==> config.mk <==
export PLATFORM = sky130hd
export DESIGN_NAME = sbw_core
export DESIGN_NICKNAME = d
export VERILOG_FILES = /design/src/common/sbw_pkg.sv /design/src/logic/sbw_fifo.sv /design/src/logic/sbw_core.sv
export SDC_FILE = /design/constraint.sdc
export NUM_CORES = 1
export LEC_CHECK = 0
export ABC_AREA = 1
export ABC_CLOCK_PERIOD_IN_PS = 2760
export BUFFER_PORTS_ARGS = -buffer_cell sky130_fd_sc_hd__buf_2
export CORE_ASPECT_RATIO = 0.5
export CORE_UTILIZATION = 35
export DETAILED_ROUTE_END_ITERATION = 8
export PLACE_DENSITY = 0.51
export SYNTH_ARGS = -nofsm -noshare
export SYNTH_HDL_FRONTEND = slang
export SYNTH_SLANG_ARGS = --single-unit
==> constraint.sdc <==
create_clock -name clock -period 2.76 [get_ports clock]
set_clock_uncertainty 0.05 [all_clocks]
set_input_delay 0.276 -clock clock [delete_from_list [all_inputs] [get_ports clock]]
set_output_delay 0.276 -clock clock [all_outputs]
set_load 0.05 [all_outputs]
==> src/common/sbw_pkg.sv <==
// Purpose: Shared constants and types for the SRAM byte-write control block.
// Assumes: Wide variant with four byte lanes, each lane a data byte plus one parity bit.
// Notes:   Storage depth is kept small; the address pipeline beyond a short index is not modelled.
package sbw_pkg;

  localparam int SBW_LANES = 4;
  localparam int SBW_BYTE_W = 8;
  localparam int SBW_LANE_W = SBW_BYTE_W + 1;
  localparam int SBW_DATA_W = SBW_LANES * SBW_BYTE_W;
  localparam int SBW_WORD_W = SBW_LANES * SBW_LANE_W;
  localparam int SBW_ADDR_W = 4;
  localparam int SBW_DEPTH = 16;
  localparam int SBW_BURST_W = 2;
  localparam int SBW_FIFO_DEPTH = 8;
  localparam int SBW_ENTRY_W = SBW_ADDR_W + SBW_LANES + SBW_WORD_W;

  localparam logic [SBW_LANES-1:0] SBW_LANES_NONE_N = 4'hF;
  localparam logic [SBW_WORD_W-1:0] SBW_WORD_RESET = 36'h0;
  localparam logic [SBW_ADDR_W-1:0] SBW_ADDR_RESET = 4'h0;
  localparam logic [SBW_BURST_W-1:0] SBW_BURST_STEP = 2'h1;

  // Operation carried down the pipeline, one-hot.
  typedef enum logic [2:0] {
    SBW_OP_IDLE  = 3'b001,
    SBW_OP_READ  = 3'b010,
    SBW_OP_WRITE = 3'b100
  } sbw_op_t;

endpackage

==> src/logic/sbw_fifo.sv <==
// Purpose: Parameterised flip-flop FIFO with valid and ready on both sides.
// Assumes: DEPTH is a power of two.
// Notes:   A push into a full FIFO is refused; in_ready tells the source.
`timescale 1ns/1ns
`default_nettype none
module sbw_fifo #(
  parameter int WIDTH = 8,
  parameter int DEPTH = 8
) (
  // Clock and reset.
  input wire logic clock,
  input wire logic rst_n,
  // Filling side.
  input wire logic in_valid,
  output logic in_ready,
  input wire logic [WIDTH-1:0] in_data,
  // Draining side.
  output logic out_valid,
  input wire logic out_ready,
  output logic [WIDTH-1:0] out_data
);

  localparam int PW = $clog2(DEPTH);

  logic [WIDTH-1:0] mem_r [DEPTH];
  logic [PW-1:0] wr_ptr_r;
  logic [PW-1:0] rd_ptr_r;
  logic [PW:0] count_r;
  wire push = in_valid && in_ready;
  wire pop = out_valid && out_ready;

  assign in_ready = (count_r != DEPTH[PW:0]);
  assign out_valid = (count_r != '0);
  assign out_data = mem_r[rd_ptr_r];

  always_ff @(posedge clock)
  begin
    if (push)
    begin
      mem_r[wr_ptr_r] <= in_data;
    end
  end

  always_ff @(posedge clock or negedge rst_n)
  begin
    if (!rst_n)
    begin
      wr_ptr_r <= '0;
      rd_ptr_r <= '0;
      count_r <= '0;
    end
    else
    begin
      if (push)
        wr_ptr_r <= wr_ptr_r + 1'b1;
      if (pop)
        rd_ptr_r <= rd_ptr_r + 1'b1;
      count_r <= count_r + {{PW{1'b0}}, push} - {{PW{1'b0}}, pop};
    end
  end

endmodule // sbw_fifo
`default_nettype wire

==> src/logic/sbw_core.sv <==
// Purpose: Byte-write and data-pin drive control of a pipelined burst SRAM.
// Assumes: All pin inputs except output enable are synchronous to clock; one clock domain.
// Notes:   Writes pass through an eight-entry buffer before reaching storage.
// Operation
// [RL1] A write is write request low plus lane selects; request high means read.
// [RL2] A write stores data when any lane select is low with write request.
// [RL3] Any lane select pattern is legal; exactly the low-select lanes are stored.
// [RL4] Each lane select gates its own byte and parity bit only.
// [RL5] Write request low with all selects high runs a write storing nothing.
// [RL6] A detected write floats all data and parity pins, partial writes too.
// [RL7] Pin drive follows the current cycle's operation and output enable.
// [RL8] Clock qualifier high ignores the edge and extends the previous cycle.
// [RL9] After power-up the block is deselected and its pins float.
// [RL10] Output enable acts on drivers asynchronously, never sampled by the clock.
// [RL11] Output enable is masked during write cycles.
// [RL12] Reads drive data only while output enable active; else pins float.
// [RL13] Controller presents write data at second edge after the write command.
// [RL14] Controller drives correct lane selects in every burst beat.
// [RL15] Unselected lanes keep their stored values after a partial write.
`timescale 1ns/1ns
`default_nettype none
module sbw_core
  import sbw_pkg::*;
(
  // Clock and reset.
  input wire logic clock,
  input wire logic arst_n,
  // Command pins.
  input wire logic clock_qualifier_n,
  input wire logic chip_enable_n,
  input wire logic advance_or_load,
  input wire logic write_request_n,
  input wire logic [sbw_pkg::SBW_LANES-1:0] lane_write_selects_n,
  input wire logic [sbw_pkg::SBW_ADDR_W-1:0] address,
  input wire logic output_enable_n,
  // Data and parity pins, split into input, output and enable.
  input wire logic [sbw_pkg::SBW_DATA_W-1:0] data_pins_in,
  input wire logic [sbw_pkg::SBW_LANES-1:0] parity_pins_in,
  output logic [sbw_pkg::SBW_DATA_W-1:0] data_pins_out,
  output logic [sbw_pkg::SBW_LANES-1:0] parity_pins_out,
  output logic data_pins_oe,
  // Write buffer status.
  output logic write_buffer_full
);

  import sbw_pkg::*;

  // ---------------------------------------------------------------
  // Reset release
  // ---------------------------------------------------------------
  logic rst_sync1_r;
  logic rst_n_r;

  always_ff @(posedge clock or negedge arst_n)
  begin
    if (!arst_n)
    begin
      rst_sync1_r <= 1'b0;
      rst_n_r <= 1'b0;
    end
    else
    begin
      rst_sync1_r <= 1'b1;
      rst_n_r <= rst_sync1_r;
    end
  end

  // ---------------------------------------------------------------
  // Command decode
  // ---------------------------------------------------------------
  sbw_op_t op1_r;
  sbw_op_t op2_r;
  sbw_op_t op1_nxt;
  logic [SBW_ADDR_W-1:0] addr1_r;
  logic [SBW_ADDR_W-1:0] addr2_r;
  logic [SBW_ADDR_W-1:0] addr1_nxt;
  logic [SBW_LANES-1:0] sel1_r;
  logic [SBW_LANES-1:0] sel2_r;

  // A stalled edge changes nothing in the pipeline.
  wire edge_taken = !clock_qualifier_n; // RL8
  wire load_cmd = !advance_or_load;
  wire new_write = !write_request_n; // RL1
  // Byte selects are don't-care on reads, so they are not looked at there.
  wire sel_none = (lane_write_selects_n == SBW_LANES_NONE_N);

  // Burst continuation steps the low address bits and keeps the operation.
  wire [SBW_BURST_W-1:0] burst_low = addr1_r[SBW_BURST_W-1:0] + SBW_BURST_STEP;
  wire [SBW_ADDR_W-1:0] burst_addr = {addr1_r[SBW_ADDR_W-1:SBW_BURST_W], burst_low};

  assign op1_nxt = !load_cmd ? op1_r :
                   chip_enable_n ? SBW_OP_IDLE :
                   new_write ? SBW_OP_WRITE : SBW_OP_READ; // RL1
  assign addr1_nxt = load_cmd ? address : burst_addr;

  // ---------------------------------------------------------------
  // Pipeline
  // ---------------------------------------------------------------
  always_ff @(posedge clock or negedge rst_n_r)
  begin
    if (!rst_n_r)
    begin
      op1_r <= SBW_OP_IDLE; // RL9
      op2_r <= SBW_OP_IDLE; // RL9
      addr1_r <= SBW_ADDR_RESET;
      addr2_r <= SBW_ADDR_RESET;
      sel1_r <= SBW_LANES_NONE_N;
      sel2_r <= SBW_LANES_NONE_N;
    end
    else if (edge_taken) // RL8
    begin
      op1_r <= op1_nxt;
      op2_r <= op1_r;
      addr1_r <= addr1_nxt;
      addr2_r <= addr1_r;
      // Lane selects are sampled fresh on every beat, burst beats included.
      sel1_r <= lane_write_selects_n; // RL14
      sel2_r <= sel1_r;
    end
  end

  // ---------------------------------------------------------------
  // Write data capture and buffer
  // ---------------------------------------------------------------
  logic [SBW_WORD_W-1:0] pin_word;
  logic [SBW_ENTRY_W-1:0] push_entry;
  logic [SBW_ENTRY_W-1:0] pop_entry;
  logic fifo_in_ready;
  logic fifo_out_valid;

  genvar g;
  generate
    for (g = 0; g < SBW_LANES; g++)
    begin : g_pack
      // Each lane carries its byte with its own parity bit.
      assign pin_word[g*SBW_LANE_W +: SBW_LANE_W] =
        {parity_pins_in[g], data_pins_in[g*SBW_BYTE_W +: SBW_BYTE_W]}; // RL4
    end
  endgenerate

  // Data is taken at the second taken edge after the command.
  wire write_beat = edge_taken && (op2_r == SBW_OP_WRITE); // RL13
  // A write with no lane selected completes its cycle but stores nothing.
  wire write_stores = write_beat && (sel2_r != SBW_LANES_NONE_N); // RL2 RL5
  assign push_entry = {addr2_r, sel2_r, pin_word};

  // Reads about to access storage hold the drain off, so the buffer can fill.
  wire drain_ready = (op1_r != SBW_OP_READ);

  sbw_fifo #(
    .WIDTH(SBW_ENTRY_W),
    .DEPTH(SBW_FIFO_DEPTH)
  ) u_wbuf (
    .clock(clock),
    .rst_n(rst_n_r),
    .in_valid(write_stores),
    .in_ready(fifo_in_ready),
    .in_data(push_entry),
    .out_valid(fifo_out_valid),
    .out_ready(drain_ready),
    .out_data(pop_entry)
  );

  // ---------------------------------------------------------------
  // Storage with per-lane write gating
  // ---------------------------------------------------------------
  logic [SBW_WORD_W-1:0] mem_r [SBW_DEPTH];

  wire drain = fifo_out_valid && drain_ready;
  wire [SBW_ADDR_W-1:0] drain_addr = pop_entry[SBW_ENTRY_W-1 -: SBW_ADDR_W];
  wire [SBW_LANES-1:0] drain_sel_n = pop_entry[SBW_WORD_W +: SBW_LANES];
  wire [SBW_WORD_W-1:0] drain_word = pop_entry[SBW_WORD_W-1:0];

  generate
    for (g = 0; g < SBW_LANES; g++)
    begin : g_lane
      // Only a low select touches its lane; the others keep old contents.
      wire lane_we = drain && !drain_sel_n[g]; // RL3 RL4 RL15
      always_ff @(posedge clock)
      begin
        if (lane_we)
          mem_r[drain_addr][g*SBW_LANE_W +: SBW_LANE_W] <=
            drain_word[g*SBW_LANE_W +: SBW_LANE_W]; // RL4
      end
    end
  endgenerate

  // ---------------------------------------------------------------
  // Read data and pin drive
  // ---------------------------------------------------------------
  logic [SBW_WORD_W-1:0] read_word_r;
  logic read_drive_r;
  logic full_r;
  logic [SBW_DATA_W-1:0] rd_data;
  logic [SBW_LANES-1:0] rd_parity;

  // Reads do not see writes still waiting in the buffer; a controller
  // re-reading a just-written word must allow the buffer to drain first.
  always_ff @(posedge clock or negedge rst_n_r)
  begin
    if (!rst_n_r)
    begin
      read_word_r <= SBW_WORD_RESET;
      read_drive_r <= 1'b0; // RL9
      full_r <= 1'b0;
    end
    else
    begin
      full_r <= !fifo_in_ready;
      if (edge_taken) // RL8
      begin
        // Drive only in a read data phase; write and deselect phases float.
        read_drive_r <= (op2_r == SBW_OP_READ); // RL6 RL7 RL12
        if (op2_r == SBW_OP_READ)
          read_word_r <= mem_r[addr2_r];
      end
    end
  end

  generate
    for (g = 0; g < SBW_LANES; g++)
    begin : g_unpack
      assign rd_data[g*SBW_BYTE_W +: SBW_BYTE_W] =
        read_word_r[g*SBW_LANE_W +: SBW_BYTE_W];
      assign rd_parity[g] = read_word_r[g*SBW_LANE_W + SBW_BYTE_W];
    end
  endgenerate

  assign data_pins_out = rd_data;
  assign parity_pins_out = rd_parity;
  // Output enable gates the registered drive without a clock; the drive
  // term is already low in write phases, which masks it there.
  assign data_pins_oe = read_drive_r && !output_enable_n; // RL10 RL11 RL12
  assign write_buffer_full = full_r;

endmodule // sbw_core
`default_nettype wire

==> results.md, run 1 <==
- Register bit total from synthesis: 1000
- Clock tree sinks: 1000
- Layout area overhead: 16.27%
- Number of setup violations in the final report: 0
- Mean area per synthesized cell: 11.90 um2
- Post-detailed-route via-to-cell ratio: 4.932
- Synth Area in Simple Gates: 20.02%
- Register clock-pin slew on the reported worst setup and hold paths: 0.06 ns
- Unrepaired setup endpoints after global routing: no
- Number of antenna violations at the first check in global routing: 3
- Number of buffers on the longest clock path: 3
- Count of cell types in the netlist: 32
- Final Core Density: 41.36%
- Critical path endpoint category: flop
- Cell repeated most along the worst path: sky130_fd_sc_hd__buf_12
- DRC violations left: 0
- Post-synthesis instance area: 40340 um2
- Finished layout cell area: 46910 um2
- Count of pins over their slew limit: 0
- Fraction of synthesized area in multiplexers: 0%
- Post-route ant nets: 0
- DP HPWL: 58990 um
- Number of cell rows: 87
- Data arrival time at the worst-slack endpoint: 3.03 ns
- Slew margin rel.: 41.19%
- Cells along the critical path: inv_4, buf_12, buf_12, nor2_1, o21ai_0, a21oi_1, a31oi_2, buf_4
- Hold violation count in the final report: 0
- Share of layout cells above drive strength 1: 12.98%
- TritonCTS clock tree: done
- Adder-cell area share of the yosys netlist: 0.2977%
- Global-route wire length before repair: 159900 um
- Static leakage: 17.39 nW
- CP max stage cell: sky130_fd_sc_hd__dfrtp_4
- Number of enable flip-flop cells after synthesis: 928
- Quantity of I/O buffers inserted on ports: 88
- First DRT Iteration DRCs: 2209
- Number of buffers created by CTS: 96
- Tightest Pin Transition: 0.8821 ns
- Hold crit path type: reg2async
- H-tree depth: 3
- Total wirelength of the detailed-routed design: 105800 um
- Yosys warning count: 0
- Ratio of total power to cell area: 1158 nW/um2
- Die Y: 242.1 um
- Peak fanout along the critical path: 106
- Die Footprint: 116700 um2
- Synthesized-area fraction occupied by ao, oa, aoi and oai cells: 3.142%
- Outcome: complete, no violations
- Count of mapped cells out of synthesis: 3391
- Startpoint Class: flop
- Post-layout total power: 54.33 mW
- Synth Flop Type: sky130_fd_sc_hd__edfxtp_1
- DIE WIDTH: 482.1 um
- Largest net degree at the start of global routing: 163
- Period minus WS final: 2.603 ns
- Synthesized-area fraction occupied by xor and xnor cells: 0.1303%
- Register-to-register setup slack: 0.16 ns
- Type of the worst setup path: reg2reg
- Length of the first detailed-routing pass in iterations: 5
- Portion of the post-synthesis area used by sequential elements: 73.57%
- Syn nets: 3451
- Overall fraction of global-route tracks in use: 18.17%
- Initial Utilization: 35.57%
- Number of global-route vias before repair: 25.17k
- Critical path's largest stage delay: 0.49 ns
- Data required, critical path: 3.18 ns
- Final Cycle Share: 94.31%
- Post-layout net count: 3617
- Sum of negative setup slack: 0 ns
- Cell family contributing the most delay on the critical path: buffers and inverters
- RD Place Congestion: 0.7862
- Core ar.: 113400 um2
- Grt total ovfl: 0
- Fraction of synthesis flops using an asynchronous set or reset pin: 7.200%
- Worst voltage drop across the vdd grid: 0.7668 mV
- Clock latency at the later pin of the worst-skew pair: 0.69 ns
- Top-Level Pins: 89
- Area of placed instances: 43190 um2
- Buffer and inverter count on the worst path: 4
- Average wire per standard cell: 20.55 um
- Vias: 25.40k
- Dominant combinational cell family by area after synthesis: simple AND/OR/NAND/NOR gates
- FMAX: 384.2 MHz
- Root Buffer Master: sky130_fd_sc_hd__clkbuf_16
- Setup Buffers After CTS: 0
- Reported max-cap violation count: 0
==> cells in the final DEF, fill, tap and decap left out, drive strengths merged, types with 2 or more instances in the layout <==
cell         netlist  layout
clkbuf            91     137
nand2           1109    1109
nand3            489     489
bufinv             0       7
nor2             256     256
ha                 8       8
a31oi             36      36
a21oi             39      39
inv               67      69
edfxtp           928     928
dlygate4sd3        0      58
xnor2              2       2
xor2               4       4
buf              106     207
clkinvlp           0       2
o21ai            168     168
dfrtp             62      62
clkinv             2      30
dfstp             10      10
nor3               9       9
==> metrics by stage <==
| step | hold slack (ns) | worst slack (ns) | instances |
|---|---|---|---|
| after floorplan | -0.06959 | -0.5266 | 3391 |
| after global placement | 0.01118 | 0.1934 | 4914 |
| after detailed placement | 0.01373 | 0.1202 | 4914 |
| after CTS | 0.2531 | 0.09118 | 5148 |
| after global routing | 0.3136 | 0.02503 | 5148 |
| final | 0.2895 | 0.1570 | 5149 |
==> what timing repair did <==
action / CTS / global route
hold buffers: 58 / 0
setup endpoints to repair: 0 / 16
resized for setup: 0 / 1
hold endpoints to repair: 306 / 0
==> metal layers <==
metal | share of wire [%] | vias to the layer above | track usage, %
met5 | 0.019 | - | 0
met4 | 2.3 | 4 | 4.896
met3 | 5.8 | 137 | 3.019
met2 | 45 | 619 | 28.39
met1 | 47 | 12510 | 26.13
li1 | - | 12120 | -
==> power breakdown <==
group / switching [mW] / leakage (nW) / internal, mW
logic: 13.5 / 6.60 / 4.30
clock network: 5.64 / 1.54 / 7.60
registers: 0.836 / 9.25 / 22.4
total: 20.0 / 17.4 / 34.3
==> cell type report <==
type | count | area (um2)
Timing Repair Buffer | 265 | 2243
Clock buffer | 137 | 2763
Antenna cell | 1 | 2.502
Multi-Input combinational cell | 2125 | 9661
Clock inverter | 39 | 367.9
Tap cell | 1513 | 1893
Sequential cell | 1000 | 29710
Inverter | 69 | 271.5
Fill cell | 10630 | 66520
==> sequential cells by signal, summed over array words and instances (netlist names), 3 cells and up <==
register         count
u_wbuf.rd_ptr_r      3
op1_r                3
op2_r                3
sel1_r               4
addr1_r              4
u_wbuf.wr_ptr_r      3
u_wbuf.mem_r       352
read_word_r         36
mem_r              576
sel2_r               4
u_wbuf.count_r       4
addr2_r              4
==> synthesized netlist by cell type (all sizes together), types with 10 or more instances <==
library cell  number  area, um2
clkbuf            91      341.6
edfxtp           928      27870
inv               67      251.5
nand2           1109       4300
buf              106      541.8
dfrtp             62       1551
nor2             256       1181
nand3            489       2532
dfstp             10      262.8
a21oi             39      195.2
o21ai            168      840.8
a31oi             36      225.2
==> worst paths after layout <==
check                      depth (start not counted)                      startpoint                             end
max                                                8  u_wbuf.rd_ptr_r[0]$_DFFE_PN0P_          mem_r[2][24]$_DFFE_PP_
min                                                0               rst_n_r$_DFF_PN0_  u_wbuf.wr_ptr_r[2]$_DFFE_PN0P_
max reg2reg                                        8  u_wbuf.rd_ptr_r[0]$_DFFE_PN0P_          mem_r[2][24]$_DFFE_PP_
min reg2reg                                        0               rst_n_r$_DFF_PN0_  u_wbuf.wr_ptr_r[2]$_DFFE_PN0P_
max in group asynchronous                          1               rst_n_r$_DFF_PN0_     read_word_r[15]$_DFFE_PN0P_
min in group clock                                 0           rst_sync1_r$_DFF_PN0_               rst_n_r$_DFF_PN0_
==> cells by family after synthesis <==
logic type / Yosys count
other cells: 1
fa+ha+maj: 9
simple gates: 1865
xor+xnor: 6
flops: 1000
buf+inv: 266
compound gates: 244
Note: power is estimated with default switching activity, not from simulation.
==> run 2: changes to the inputs <==
--- a/config.mk
+++ b/config.mk
@@ -5,13 +5,13 @@
 export SDC_FILE = /design/constraint.sdc
 export NUM_CORES = 1
 export LEC_CHECK = 0
-export ABC_AREA = 1
 export ABC_CLOCK_PERIOD_IN_PS = 2760
 export BUFFER_PORTS_ARGS = -buffer_cell sky130_fd_sc_hd__buf_2
 export CORE_ASPECT_RATIO = 0.5
 export CORE_UTILIZATION = 35
 export DETAILED_ROUTE_END_ITERATION = 8
-export PLACE_DENSITY = 0.51
+export PLACE_DENSITY = 0.57
+export SLEW_MARGIN = 15
 export SYNTH_ARGS = -nofsm -noshare
 export SYNTH_HDL_FRONTEND = slang
 export SYNTH_SLANG_ARGS = --single-unit
==> run 2 against run 1 <==
Net effect: sequential share of layout area up 1.1 points; area after synthesis down 4.1%; register-to-register slack worse by 0.08 ns; clock power hardly changed; worst hold slack lost 0.21 ns; first-iteration DRC count down 34%; sequential power is 9% lower; critical path depth shrank 1; global-route usage decreased by 3.0 points; sequential cell count stayed put; utilization is 1.1 points higher; combinational power down 26%; critical path type unchanged.
==> results.md, run 2 <==
- Outcome: complete, no violations (unchanged)
- Post-placement setup slack: -0.06535 ns (was 0.1202 ns)
- Portion of the post-synthesis area used by sequential elements: 76.69% (was 73.57%)
- Share of layout cells above drive strength 1: 38.67% (was 12.98%)
- Cells along the critical path: buf_4, mux4_2, nor3b_1, a31oi_2, buf_4, nor3_4, clkdlybuf4s15_2 (was inv_4, buf_12, buf_12, nor2_1, o21ai_0, a21oi_1, a31oi_2, buf_4)
- Number of buffers created by CTS: 94 (was 96)
- Die Y: 237.1 um (was 242.1 um)
- H-tree depth: 3 (unchanged)
- Top post-synthesis cells by count: sky130_fd_sc_hd__edfxtp_1 (928), sky130_fd_sc_hd__mux4_2 (229), sky130_fd_sc_hd__mux2_2 (89) (was sky130_fd_sc_hd__nand2_1 (1084), sky130_fd_sc_hd__edfxtp_1 (928), sky130_fd_sc_hd__nand3_1 (472))
- Register clock-pin slew on the reported worst setup and hold paths: 0.06 ns (about the same)
- Number of cell rows: 85 (was 87)
- Most frequent cell after synthesis: sky130_fd_sc_hd__edfxtp_1 (was sky130_fd_sc_hd__nand2_1)
- Largest registers ranked by flip-flop count: mem_r: 576 flops, u_wbuf.mem_r: 352 flops, read_word_r: 36 flops (unchanged)
- Top post-synthesis cells by area: sky130_fd_sc_hd__edfxtp_1 (72%), sky130_fd_sc_hd__mux4_2 (13%), sky130_fd_sc_hd__dfrtp_1 (4.0%) (was sky130_fd_sc_hd__edfxtp_1 (69%), sky130_fd_sc_hd__nand2_1 (10%), sky130_fd_sc_hd__nand3_1 (5.9%))
- Register bit total from synthesis: 1000 (unchanged)
- Synth Flop Type: sky130_fd_sc_hd__edfxtp_1 (unchanged)
- Ratio of total power to cell area: 1024 nW/um2 (was 1158 nW/um2)
- Cell family contributing the most delay on the critical path: buffers and inverters (unchanged)
- FMAX: 372.6 MHz (was 384.2 MHz)
- DRC violations left: 0 (unchanged)
- Tightest Pin Transition: 0.7611 ns (was 0.8821 ns)
- Hold crit path type: in2reg (was reg2async)
- Quantity of I/O buffers inserted on ports: 88 (unchanged)
- Finished layout cell area: 46080 um2 (was 46910 um2)
- DIE WIDTH: 472.3 um (was 482.1 um)
- Portion of synthesized cell area occupied by the leading cell type: 72.00% (was 69.07%)
- Commonest cells after routing, fill and taps aside: sky130_fd_sc_hd__edfxtp_1 (928), sky130_fd_sc_hd__mux4_2 (229), sky130_fd_sc_hd__buf_4 (102) (was sky130_fd_sc_hd__nand2_1 (1084), sky130_fd_sc_hd__edfxtp_1 (928), sky130_fd_sc_hd__nand3_1 (472))
- Count of cell types in the netlist: 50 (was 32)
- Vias: 17.84k (was 25.40k)
- Number of buffers on the longest clock path: 3 (unchanged)
- Overall fraction of global-route tracks in use: 15.14% (was 18.17%)
- Critical path endpoint category: flop (unchanged)
- Average wire per standard cell: 23.69 um (was 20.55 um)
- Cell repeated most along the worst path: sky130_fd_sc_hd__buf_4 (was sky130_fd_sc_hd__buf_12)
- Type of the worst setup path: reg2reg (unchanged)
- Most flops, register: mem_r (unchanged)
- Unrepaired setup endpoints after global routing: no (unchanged)
- Count of pins over their slew limit: 0 (unchanged)
- Worst setup slack after layout: 0.07593 ns (was 0.1570 ns)
- Data arrival time at the worst-slack endpoint: 3.02 ns (was 3.03 ns)
- Post-route ant nets: 0 (unchanged)
- Largest net degree at the start of global routing: 53 (was 163)
- Peak fanout along the critical path: 15 (was 106)
- DP HPWL: 51810 um (was 58990 um)
- Reported max-cap violation count: 0 (unchanged)
- Critical path's largest stage delay: 0.52 ns (was 0.49 ns)
- Number of setup violations in the final report: 0 (unchanged)
- Cell count after placement: 3307 (was 4914)
- Worst hold margin: 0.07658 ns (was 0.2895 ns)
- Initial Utilization: 35.64% (was 35.57%)
- Top-Level Pins: 89 (unchanged)
- Final Cycle Share: 97.25% (was 94.31%)
- Layout area overhead: 19.06% (was 16.27%)
- TritonCTS clock tree: done (unchanged)
- Global-route wire length before repair: 124900 um (was 159900 um)
- Max reg flops: 576 (unchanged)
- RD Place Congestion: 0.7413 (was 0.7862)
- Count of mapped cells out of synthesis: 1693 (was 3391)
- Grt total ovfl: 0 (unchanged)
- Post-layout net count: 2049 (was 3617)
- Cell type contributing the most total cell area after synthesis: sky130_fd_sc_hd__edfxtp_1 (unchanged)
- First DRT Iteration DRCs: 1461 (was 2209)
- Clock tree sinks: 1000 (unchanged)
- Total wirelength of the detailed-routed design: 84110 um (was 105800 um)
- Sum of negative setup slack: 0 ns (unchanged)
- Post-layout total power: 47.18 mW (was 54.33 mW)
- Post-synthesis instance area: 38700 um2 (was 40340 um2)
- Hold violation count in the final report: 0 (unchanged)
- Period minus WS final: 2.684 ns (was 2.603 ns)
- Die Footprint: 112000 um2 (was 116700 um2)
- Core ar.: 108600 um2 (was 113400 um2)
- Length of the first detailed-routing pass in iterations: 5 (unchanged)
- Clock latency at the later pin of the worst-skew pair: 0.65 ns (was 0.69 ns)
- Number of antenna violations at the first check in global routing: 4 (was 3)
- Mean area per synthesized cell: 22.86 um2 (was 11.90 um2)
- Count of non-filler cells in the finished layout: 3550 (was 5149)
- Buffer and inverter count on the worst path: 3 (was 4)
- Slew margin rel.: 49.26% (was 41.19%)
- Startpoint Class: flop (unchanged)
- Post-detailed-route via-to-cell ratio: 5.025 (was 4.932)
- Fraction of synthesis flops using an asynchronous set or reset pin: 7.200% (unchanged)
- Number of enable flip-flop cells after synthesis: 928 (unchanged)
- Number of global-route vias before repair: 18.55k (was 25.17k)
- Yosys warning count: 0 (unchanged)
- Area of placed instances: 42230 um2 (was 43190 um2)
- Final Core Density: 42.44% (was 41.36%)
- Syn nets: 1753 (was 3451)
- Worst voltage drop across the vdd grid: 0.5119 mV (was 0.7668 mV)
- Root Buffer Master: sky130_fd_sc_hd__clkbuf_16 (unchanged)
- Data required, critical path: 3.09 ns (was 3.18 ns)
- CP max stage cell: sky130_fd_sc_hd__dfrtp_4 (unchanged)
- Static leakage: 14.95 nW (was 17.39 nW)
- Most frequent standard cell in the layout excluding fill and tap cells: sky130_fd_sc_hd__edfxtp_1 (was sky130_fd_sc_hd__nand2_1)
## run 2: cell types whose count changed after synthesis, sizes merged, moves of 53 or more
cell,delta
o21ai,-165
nor2,-248
nand3,-486
nor3,+98
mux4,+232
clkbuf,-57
nand2,-1092
mux2,+89
inv,-53
## run 2: final timing paths
kind / startpoint / endpoint / slack, ns / cells after the start
max in group asynchronous: rst_n_r$_DFF_PN0_ / read_word_r[29]$_DFFE_PN0P_ / 1.75 / 1
hold / removal: clock_qualifier_n / sel1_r[0]$_DFFE_PN1N_ / 0.08 / 2
setup reg to reg: u_wbuf.rd_ptr_r[0]$_DFFE_PN0P_ / mem_r[2][16]$_DFFE_PP_ / 0.08 / 7
min in group asynchronous: rst_n_r$_DFF_PN0_ / write_buffer_full$_DFF_PN0_ / 0.24 / 0
hold reg to reg: rst_n_r$_DFF_PN0_ / write_buffer_full$_DFF_PN0_ / 0.24 / 0
setup / recovery: u_wbuf.rd_ptr_r[0]$_DFFE_PN0P_ / mem_r[2][16]$_DFFE_PP_ / 0.08 / 7
## run 2: report_power, final
group / switching (mW) / internal [mW] / leakage, nW
combinational: 8.12 / 4.97 / 4.23
sequential: 0.807 / 20.4 / 9.23
clock: 5.46 / 7.41 / 1.50
total: 14.4 / 32.8 / 15.0
## run 2: cells by family after synthesis
group	after synthesis	share of synthesized area, %
flops	1000	76.69
mux	362	17.18
simple gates	151	2.554
buf+inv	110	1.642
compound gates	54	1.484
fa+ha+maj	9	0.3104
xor+xnor	6	0.1358
other cells	1	0.009689
## run 2: area by class of cell
cell class / count / area, um2
fill: 9346 / 62500
multi-input combinational: 583 / 8582
inverter: 14 / 52.55
sequential: 1000 / 29710
clock inverter: 38 / 360.3
antenna: 2 / 5.005
tap: 1479 / 1851
clock buffer: 138 / 2723
timing repair buffer: 296 / 2800
## run 2: what timing repair did
action | CTS | global route
setup endpoints to repair | 26 | 383
endpoints found under the hold margin | 301 | 0
gates cloned | 0 | 3
buffers inserted | 0 | 12
pin swaps | 0 | 3
gates resized for setup | 2 | 21
hold buffers | 50 | 0
## run 2: routing by layer
metal / global-route usage, % / part of all wire [%] / wire length [um]
met4: 3.149 / 1.6 / 1357
met1: 21.62 / 46 / 38740
met2: 24.19 / 48 / 40080
met5: 0 / 0.032 / 27
met3: 2.879 / 4.6 / 3910
